<file path="src/inc/lre_pkg.sv">
/*
  shared constants and types of the lighting ramp executor:
  instruction field positions, divider ratios, register offset,
  request and variable carriers, core state and one-hot states.
  assumes a 16-bit instruction word and eleven mapped outputs.
*/
`default_nettype none

package lre_pkg;

  // ==========================================================
  // sizes
  localparam int NUM_OUT = 11;           // ten led sinks plus haptic

  // ==========================================================
  // register map
  localparam logic [7:0] VAR_D_ADDR = 8'h3c;   // global_ramp_variable
  localparam logic [7:0] VAR_D_RESET = 8'h00;  // value after reset

  // ==========================================================
  // instruction fields
  localparam int PRESCALE_BIT = 14;      // tick select
  localparam int STEP_TIME_HI = 13;      // step time msb
  localparam int STEP_TIME_LO = 9;       // step time lsb
  localparam int SIGN_BIT = 8;           // 0 up, 1 down
  localparam int INC_HI = 7;             // increment count msb
  localparam int INC_LO = 0;             // increment count lsb
  localparam int FAST_SIZE_HI = 7;       // fast step size code msb
  localparam int FAST_SIZE_LO = 6;       // fast step size code lsb
  localparam int FAST_CNT_HI = 5;        // fast step count msb
  localparam int FAST_CNT_LO = 0;        // fast step count lsb
  localparam int VAR_TIME_HI = 3;        // step time selector msb
  localparam int VAR_TIME_LO = 2;        // step time selector lsb
  localparam int VAR_CNT_HI = 1;         // step count selector msb
  localparam int VAR_CNT_LO = 0;         // step count selector lsb

  // ==========================================================
  // timing, in master clock ticks (32.768 khz)
  localparam logic [8:0] DIV_FAST = 9'h010;    // 16 -> 0.488 ms
  localparam logic [8:0] DIV_SLOW = 9'h200;    // 512 -> 15.625 ms
  localparam logic [4:0] FAST_SPAN = 5'h01;    // one fast tick a step

  // ==========================================================
  // kinds of ramp request
  typedef enum logic [1:0] {
    KIND_RAMP = 2'h0,                    // numeric operands
    KIND_FAST = 2'h1,                    // fast ramp
    KIND_VAR = 2'h2                      // variable operands
  } lre_kind_type;

  // request from the engine sequencer
  typedef struct packed {
    logic valid;                         // start pulse
    lre_kind_type kind;                  // which ramp
    logic [15:0] word;                   // instruction word
  } lre_req_type;

  // local and engine variables
  typedef struct packed {
    logic [7:0] a;
    logic [7:0] b;
    logic [7:0] c;
  } lre_vars_type;

  // one-hot states
  typedef enum logic [2:0] {
    ST_IDLE = 3'b001,
    ST_RUN = 3'b010,
    ST_DONE = 3'b100
  } lre_state_type;

  // complete state of the executor
  typedef struct packed {
    lre_state_type state;                // sequence state
    logic [NUM_OUT-1:0][7:0] level;      // linear ramp level
    logic [NUM_OUT-1:0][7:0] brgt;       // driven brightness
    logic [NUM_OUT-1:0] we;              // brightness write pulses
    logic done;                          // completion pulse
    logic sign;                          // direction
    logic absolute;                      // load instead of step
    logic [7:0] delta;                   // change per step
    logic [7:0] steps;                   // steps still to run
    logic [4:0] span;                    // prescaled ticks a step
    logic slow;                          // 512 divider selected
    logic [8:0] mcnt;                    // master ticks in tick
    logic [4:0] pcnt;                    // prescaled ticks in step
    logic [7:0] var_d;                   // global_ramp_variable
  } lre_core_type;

endpackage

`default_nettype wire

</file>
<file path="src/rtl/lre_chan.sv">
/*
  per-output step arithmetic: saturating add or subtract, absolute
  load, and the logarithmic display curve.
  assumes purely combinational use from the executor's state.
*/
`timescale 1ns/1ps
`default_nettype none

module lre_chan (
  input wire logic [7:0] level_i,        // present linear level
  input wire logic [7:0] delta_i,        // change this step
  input wire logic sign_i,               // 1 lowers
  input wire logic absolute_i,           // load delta as level
  input wire logic log_en_i,             // logarithmic curve
  output logic [7:0] level_o,            // next linear level
  output logic [7:0] brgt_o              // next driven value
);
  import lre_pkg::*;

  // ==========================================================
  // step arithmetic
  logic [8:0] sum;                       // widened sum
  logic [15:0] sq;                       // square for curve

  // add or subtract, clamped at 0 and 255
  always_comb begin
    sum = {1'b0, level_i} + {1'b0, delta_i};
    if (absolute_i) begin
      level_o = delta_i;
    end else if (sign_i) begin
      level_o = (level_i > delta_i) ? 8'(level_i - delta_i) : 8'h00;
    end else begin
      level_o = sum[8] ? 8'hff : sum[7:0];
    end
  end

  // ==========================================================
  // display curve: square law keeps 0 and 255 fixed
  always_comb begin
    sq = 16'(level_o) * 16'(level_o) + 16'h00ff;
    brgt_o = log_en_i ? sq[15:8] : level_o;
  end

endmodule

`default_nettype wire

</file>
<file path="src/rtl/lre_ramp_exec.sv">
/*
  ramp execution unit of a lighting engine: standard, fast and
  variable-operand brightness ramps over the mapped outputs.
  assumes the sequencer holds off a new request until completion,
  the master tick is a one-cycle pulse at 32.768 khz, and all
  inputs but RSTN_I are synchronous to SYS_CLK_I (40 mhz).
*/
`timescale 1ns/1ps
`default_nettype none

module lre_ramp_exec (
  input wire logic SYS_CLK_I,                      // 40 mhz clock
  input wire logic RSTN_I,                         // async reset, low
  input wire logic MCLK_TICK_I,                    // 32.768 khz tick
  input wire lre_pkg::lre_req_type REQ_I,          // ramp request
  input wire lre_pkg::lre_vars_type VARS_I,        // variables a-c
  input wire logic [lre_pkg::NUM_OUT-1:0] MAP_I,   // active mapping
  input wire logic [lre_pkg::NUM_OUT-1:0][7:0] EFF_BRGT_I, // now
  input wire logic LOG_EN_I,                       // log curve select
  input wire logic ADC_SEL_I,                      // d from converter
  input wire logic [7:0] ADC_VALUE_I,              // converter result
  input wire logic REG_WR_I,                       // register write
  input wire logic [7:0] REG_ADDR_I,               // register address
  input wire logic [7:0] REG_WDATA_I,              // write data
  output logic [7:0] REG_RDATA_O,                  // read data
  output logic BUSY_O,                             // ramp running
  output logic DONE_O,                             // completion pulse
  output logic [lre_pkg::NUM_OUT-1:0] BRGT_WE_O,   // write pulses
  output logic [lre_pkg::NUM_OUT-1:0][7:0] BRGT_O  // brightness
);
  import lre_pkg::*;

  // ==========================================================
  // declarations
  lre_core_type core_reg;                // registered state
  lre_core_type core_next;               // next state
  logic [NUM_OUT-1:0][7:0] chan_level;   // per output next level
  logic [NUM_OUT-1:0][7:0] chan_brgt;    // per output next value
  logic [7:0] var_d;                     // effective variable d
  logic [7:0] op_time;                   // selected step time
  logic [7:0] op_cnt;                    // selected step count
  logic [4:0] st_time;                   // step time field
  logic [7:0] st_inc;                    // increment count
  logic [8:0] div;                       // active tick divider
  logic tick_end;                        // prescaled tick boundary
  logic step_end;                        // step boundary

  // ==========================================================
  // variable selection

  // d comes from the register or from the converter
  always_comb begin
    var_d = ADC_SEL_I ? ADC_VALUE_I : core_reg.var_d;
  end

  // selector decode for the variable-operand ramp
  function automatic logic [7:0] pick_var(
    input logic [1:0] sel,
    input lre_vars_type v,
    input logic [7:0] d
  );
    logic [7:0] r;
    r = 8'h00;
    unique case (sel)
      2'h0: r = v.a;
      2'h1: r = v.b;
      2'h2: r = v.c;
      2'h3: r = d;
    endcase
    return r;
  endfunction

  // operands for a standard or variable ramp
  always_comb begin
    op_time = pick_var(REQ_I.word[VAR_TIME_HI:VAR_TIME_LO], VARS_I,
                       var_d);
    op_cnt = pick_var(REQ_I.word[VAR_CNT_HI:VAR_CNT_LO], VARS_I,
                      var_d);
    if (REQ_I.kind == KIND_VAR) begin
      st_time = op_time[4:0];
      st_inc = op_cnt;
    end else begin
      st_time = REQ_I.word[STEP_TIME_HI:STEP_TIME_LO];
      st_inc = REQ_I.word[INC_HI:INC_LO];
    end
  end

  // ==========================================================
  // per-output arithmetic
  generate
    for (genvar i = 0; i < NUM_OUT; i++) begin : g_chan
      lre_chan u_chan (
        .level_i(core_reg.level[i]),
        .delta_i(core_reg.delta),
        .sign_i(core_reg.sign),
        .absolute_i(core_reg.absolute),
        .log_en_i(LOG_EN_I),
        .level_o(chan_level[i]),
        .brgt_o(chan_brgt[i])
      );
    end
  endgenerate

  // ==========================================================
  // step timing

  // tick and step boundaries from the master tick
  always_comb begin
    div = core_reg.slow ? DIV_SLOW : DIV_FAST;
    tick_end = MCLK_TICK_I && (core_reg.mcnt == 9'(div - 9'h001));
    step_end = tick_end &&
               (core_reg.pcnt == 5'(core_reg.span - 5'h01));
  end

  // ==========================================================
  // next state
  always_comb begin
    core_next = core_reg;
    core_next.we = '0;                   // pulses last one cycle
    core_next.done = 1'b0;
    // register write, the only writable location
    if (REG_WR_I && (REG_ADDR_I == VAR_D_ADDR)) begin
      core_next.var_d = REG_WDATA_I;
    end
    unique case (core_reg.state)
      ST_IDLE: begin
        if (REQ_I.valid) begin
          core_next.state = ST_RUN;
          core_next.mcnt = 9'h000;
          core_next.pcnt = 5'h00;
          core_next.level = EFF_BRGT_I;
          core_next.sign = REQ_I.word[SIGN_BIT];
          core_next.absolute = 1'b0;
          if (REQ_I.kind == KIND_FAST) begin
            // fast ramp: operands only from the word
            core_next.slow = 1'b0;
            core_next.span = FAST_SPAN;
            core_next.delta = 8'h02 <<
              REQ_I.word[FAST_SIZE_HI:FAST_SIZE_LO];
            core_next.steps =
              {2'h0, REQ_I.word[FAST_CNT_HI:FAST_CNT_LO]};
            if (REQ_I.word[FAST_CNT_HI:FAST_CNT_LO] == 6'h00) begin
              core_next.steps = 8'h01;   // no count: one idle step
              core_next.delta = 8'h00;
            end
          end else if (st_time == 5'h00) begin
            // zero step time: one fast period, set relative/absolute
            core_next.slow = 1'b0;
            core_next.span = FAST_SPAN;
            core_next.steps = 8'h01;
            core_next.delta = st_inc;
            core_next.absolute = REQ_I.word[PRESCALE_BIT];
          end else begin
            // standard ramp, one unit per step
            core_next.slow = REQ_I.word[PRESCALE_BIT];
            core_next.span = st_time;
            if (st_inc == 8'h00) begin
              core_next.steps = 8'h01;
              core_next.delta = 8'h00;
            end else begin
              core_next.steps = st_inc;
              core_next.delta = 8'h01;
            end
          end
        end
      end
      ST_RUN: begin
        // count master ticks within a prescaled tick
        if (MCLK_TICK_I) begin
          core_next.mcnt = tick_end ? 9'h000 : 9'(core_reg.mcnt + 9'h001);
        end
        if (tick_end) begin
          core_next.pcnt = 5'(core_reg.pcnt + 5'h01);
        end
        if (step_end) begin
          core_next.pcnt = 5'h00;
          // apply the step to mapped outputs only
          for (int i = 0; i < NUM_OUT; i++) begin
            if (MAP_I[i]) begin
              core_next.level[i] = chan_level[i];
              core_next.brgt[i] = chan_brgt[i];
              core_next.we[i] = 1'b1;
            end
          end
          // saturated or not, every step is timed out
          if (core_reg.steps == 8'h01) begin
            core_next.state = ST_DONE;
            core_next.done = 1'b1;
          end else begin
            core_next.steps = 8'(core_reg.steps - 8'h01);
          end
        end
      end
      ST_DONE: begin
        // one settling cycle so a new request follows the pulse
        core_next.state = ST_IDLE;
      end
    endcase
  end

  // ==========================================================
  // state register
  always_ff @(posedge SYS_CLK_I or negedge RSTN_I) begin
    if (!RSTN_I) begin
      core_reg <= '0;
      core_reg.state <= ST_IDLE;
      core_reg.var_d <= VAR_D_RESET;
      core_reg.span <= FAST_SPAN;
      core_reg.steps <= 8'h01;
    end else begin
      core_reg <= core_next;
    end
  end

  // ==========================================================
  // outputs
  always_comb begin
    REG_RDATA_O = (REG_ADDR_I == VAR_D_ADDR) ? core_reg.var_d : 8'h00;
    BUSY_O = (core_reg.state != ST_IDLE);
    DONE_O = core_reg.done;
    BRGT_WE_O = core_reg.we;
    BRGT_O = core_reg.brgt;
  end

endmodule

`default_nettype wire

</file>
<file path="config.mk">
export PLATFORM = sky130hd
export DESIGN_NAME = lre_ramp_exec
export DESIGN_NICKNAME = d
export VERILOG_FILES = /design/src/inc/lre_pkg.sv /design/src/rtl/lre_chan.sv /design/src/rtl/lre_ramp_exec.sv
export SDC_FILE = /design/constraint.sdc
export NUM_CORES = 2
export LEC_CHECK = 0
export BUFFER_PORTS_ARGS = -buffer_cell sky130_fd_sc_hd__buf_4
export CAP_MARGIN = 15
export CORE_AREA = 5 5 362 364
export CTS_CLUSTER_DIAMETER = 30
export DETAILED_ROUTE_END_ITERATION = 16
export DIE_AREA = 0 0 367 369
export PLACE_DENSITY = 0.53
export SYNTH_ARGS = -nofsm -noshare
export SYNTH_HDL_FRONTEND = slang
export SYNTH_SLANG_ARGS = --single-unit
</file>
<file path="constraint.sdc">
create_clock -name SYS_CLK_I -period 12 [get_ports SYS_CLK_I]
set_clock_uncertainty 0.2 [all_clocks]
set_input_delay 3 -clock SYS_CLK_I [delete_from_list [all_inputs] [get_ports SYS_CLK_I]]
set_output_delay 3 -clock SYS_CLK_I [all_outputs]
set_load 0.02 [all_outputs]
</file>
==> flow_metrics.py <==
metrics = {
    "outcome": {
        "run_status": "finished, final reports clean",
    },
    "timing": {
        "max_slew.worst_pin.slew_ns": 1.25,
        "setup_viol": 0,
        "final.min_clock_period_ns": 9.15,
        "max_slew_margin_pct": 16.7,
        "drv_slew": 0,
        "max_freq_mhz": 109,
        "final_critical_path_setup_slack_ns": 2.85,
        "post-route-period-util_pct": 76.2,
        "hold_violations": 0,
        "grt_setup_unrepaired": "no",
        "timing.setup.tns_ns": 0,
    },
    "global_route": {
        "antenna_violations_before_repair": 3,
        "globalRouteOverflowTotal": 0,
        "grt_start_max_net_pins": 94,
        "grt_pass1_vias": 33200,
        "global_route_wire_length_before_repair_mm": 192,
        "global_route.usage.total_pct": 18.0,
    },
    "synthesis": {
        "synth-seq-cells": 237,
        "synth_area_leader_cell": "sky130_fd_sc_hd__fa_1",
        "seq_total_area_yosys_pct": 15.6,
        "synth_cell_type_count": 95,
        "syn_area_sq_um": 38000,
        "post_synth_main_area_contributors": "sky130_fd_sc_hd__fa_1 (18%), sky130_fd_sc_hd__dfrtp_1 (15%), sky130_fd_sc_hd__ha_1 (15%), sky130_fd_sc_hd__inv_1 (6.8%), sky130_fd_sc_hd__nor2_1 (5.4%)",
        "postSynth.asyncResetShare_pct": 100,
        "yosysWarnings": 0,
        "ys.flop_type": "sky130_fd_sc_hd__dfrtp_1",
        "syn-mean-instance-area_sq_um": 8.18,
        "syn-instance-count": 4646,
        "synth-edff-count": 0,
        "post-synth-top-area-fraction_pct": 18.0,
        "postSynthNetCount": 5626,
    },
    "drt": {
        "routed-wl-met2_mm": 59.6,
        "met3_wirelength_mm": 5.77,
        "highest_signal_layer_in_the_routed_design": "met5",
        "route.detailed.vias_per_inst": 5.00,
        "drtIter0Drc": 1846,
        "drt.antenna.violating_nets": 0,
        "final_routed_wirelength_mm": 124,
        "detail_route.drc_violations": 0,
        "post_drt_wl_per_cell_microns": 18.9,
        "wirelength_met1_mm": 54.4,
        "drt_first_pass_iters": 5,
        "via_count": 32700,
    },
    "die": {
        "num_rows": 131,
        "design.die.area_sq_um": 135000,
        "die_width_microns": 367,
        "die_height_microns": 369,
        "floorplan.core_area_sq_um": 127000,
        "boundaryPins": 281,
        "initial_standard_cell_utilization_of_the_core_pct": 29.9,
    },
    "cells_and_area": {
        "final_net_count": 5788,
        "mostFrequentLayoutCells": "sky130_fd_sc_hd__inv_1 (688), sky130_fd_sc_hd__nor2_1 (542), sky130_fd_sc_hd__ha_1 (467)",
        "drive_gt1_share_pct": 13.1,
        "largest_register_ffs": 137,
        "layout-area-overhead-vs-synth_pct": 16.3,
        "fill_cells": 13200,
        "layout.cells.most_common": "sky130_fd_sc_hd__inv_1",
    },
    "cts": {
        "cts_max_level": 3,
        "hold_buffers": 0,
        "worstSkewPairLatency_ns": 0.68,
        "worst_setup_hold_path_clk_slew_ns": 0.04,
        "cts_buffers": 80,
        "cts_setup_buffers": 0,
        "cts_resized": 0,
        "clock-sinks": 237,
        "clock-root-buffer": "sky130_fd_sc_hd__clkbuf_16",
        "clk_path_buf_depth": 3,
        "tritoncts": "done",
    },
    "critical_path": {
        "startpoint_type": "flop",
        "timing.critical_path.max_delay_family": "compound AO/OA/AOI/OAI gates",
        "crit_slowest_cell": "sky130_fd_sc_hd__o21ai_1",
        "crit_fanout": 15,
        "crit_path_class": "flop to flop",
        "peak_per_stage_delay_on_the_critical_path_ns": 0.76,
        "worst-endpoint-arrival_ns": 9.48,
        "timing.critical_path.mode_cell": "sky130_fd_sc_hd__inv_1",
        "critPathCaptureType": "flop",
        "worst-endpoint-required_ns": 12.33,
        "number_of_buffer_and_inverter_stages_on_the_critical_path": 6,
    },
    "place": {
        "detailedPlacementHpwl_mm": 93.3,
        "port_buffers": 279,
        "dpl_worst_slack_ns": 2.89,
        "finalWeightedCongestion": 0.857,
    },
    "hold_path": {
        "hold_path_class": "flop to flop",
    },
    "pwr": {
        "power_density_nw_per_um2": 75.2,
        "leakage_nw": 22.7,
        "irDropWorstVdd_v": 0.0000867,
    },
    "flow_run": {
        "maxCapViolations": 0,
    },
}
==> metal layers <==
| metal | track usage [%] | vias to the layer above |
|---|---|---|
| li1 | - | 15700 |
| met1 | 23.0 | 16000 |
| met2 | 31.2 | 704 |
| met3 | 2.76 | 183 |
| met4 | 5.78 | 4 |
| met5 | 0 | - |
==> kinds of logic after synthesis <==
group,after synthesis,synth area share (%)
multiplexers,70,2.28
buffers and inverters,970,10.7
flip-flops,237,15.6
adder cells (fa/ha/maj),808,33.3
AO/OA/AOI/OAI,1064,17.9
XOR/XNOR,207,4.77
AND/OR/NAND/NOR,1290,15.4
==> layout make-up <==
cell class	count	area [sq um]	share of cell area [%]
Clock buffer	114	2350	5.31
Clock inverter	32	534	1.21
Antenna cell	2	5.00	0.0113
Timing Repair Buffer	354	2670	6.03
Multi-Input combinational cell	3439	28000	63.4
Tap cell	1662	2080	4.70
Sequential cell	237	5940	13.4
Inverter	696	2610	5.91
==> Yosys cell counts, types with 10 or more instances <==
| master | n |
|---|---|
| sky130_fd_sc_hd__buf_4 | 104 |
| sky130_fd_sc_hd__nand2b_1 | 68 |
| sky130_fd_sc_hd__nand4_1 | 30 |
| sky130_fd_sc_hd__xnor2_1 | 130 |
| sky130_fd_sc_hd__o31a_1 | 19 |
| sky130_fd_sc_hd__mux2_2 | 22 |
| sky130_fd_sc_hd__o21ai_0 | 228 |
| sky130_fd_sc_hd__and3_1 | 26 |
| sky130_fd_sc_hd__a221oi_1 | 10 |
| sky130_fd_sc_hd__o21a_1 | 35 |
| sky130_fd_sc_hd__o21ai_1 | 19 |
| sky130_fd_sc_hd__nor2b_1 | 48 |
| sky130_fd_sc_hd__o31ai_1 | 35 |
| sky130_fd_sc_hd__ha_1 | 467 |
| sky130_fd_sc_hd__a211oi_1 | 22 |
| sky130_fd_sc_hd__a21o_1 | 67 |
| sky130_fd_sc_hd__and2_1 | 18 |
| sky130_fd_sc_hd__a22oi_1 | 49 |
| sky130_fd_sc_hd__buf_2 | 33 |
| sky130_fd_sc_hd__nand2_1 | 289 |
| sky130_fd_sc_hd__nor2_1 | 546 |
| sky130_fd_sc_hd__a311oi_1 | 13 |
| sky130_fd_sc_hd__a311o_1 | 11 |
| sky130_fd_sc_hd__inv_1 | 689 |
| sky130_fd_sc_hd__nor3_1 | 91 |
| sky130_fd_sc_hd__mux2i_1 | 37 |
| sky130_fd_sc_hd__a21oi_1 | 352 |
| sky130_fd_sc_hd__mux4_2 | 11 |
| sky130_fd_sc_hd__dfrtp_1 | 234 |
| sky130_fd_sc_hd__or3_1 | 23 |
| sky130_fd_sc_hd__clkbuf_1 | 130 |
| sky130_fd_sc_hd__a31oi_1 | 37 |
| sky130_fd_sc_hd__o21bai_1 | 37 |
| sky130_fd_sc_hd__fa_1 | 341 |
| sky130_fd_sc_hd__or2_2 | 52 |
| sky130_fd_sc_hd__nand3_1 | 63 |
| sky130_fd_sc_hd__xor2_1 | 77 |
==> path summary, 6_finish.rpt <==
kind	end	startpoint	slack, ns	depth (start not counted)
worst min register to register	BRGT_O[80]	BRGT_O[80]	0.27	2
worst min-delay path	BRGT_O[80]	BRGT_O[80]	0.27	2
worst max register to register	BRGT_O[46]	core_reg[42]	2.85	28
worst max-delay path	BRGT_O[46]	core_reg[42]	2.85	28
min in group asynchronous	BRGT_O[25]	RSTN_I	2.14	1
max in group asynchronous	BRGT_O[64]	RSTN_I	7.29	3
==> worst min-delay path: cells and delay by family (launching register included) <==
| family | cells | cell delay [ns] |
|---|---|---|
| flops | 1 | 0.33 |
| compound gates | 1 | 0.06 |
| simple gates | 1 | 0.04 |
==> per-stage QoR <==
stage                     hold WS [ns]  total power, mW  util, %  std cells  instance area [sq um]
final                            0.273             3.33     34.8       6536                  44200
after global routing             0.303             3.45     34.8       6534                  44200
after CTS                        0.281             3.38     34.8       6534                  44200
after detailed placement         0.272             1.10     32.5       6388                  41300
after global placement           0.266             1.10     32.5       6387                  41300
after floorplan                  0.247            0.978        -       4646                  38000
==> where the power goes <==
group	internal, mW	switching [mW]	leakage (nW)
clock network	1.59	0.655	1.43
logic	0.101	0.133	18.0
registers	0.826	0.0263	3.20
No activity file was read; power rests on OpenSTA's default activity.
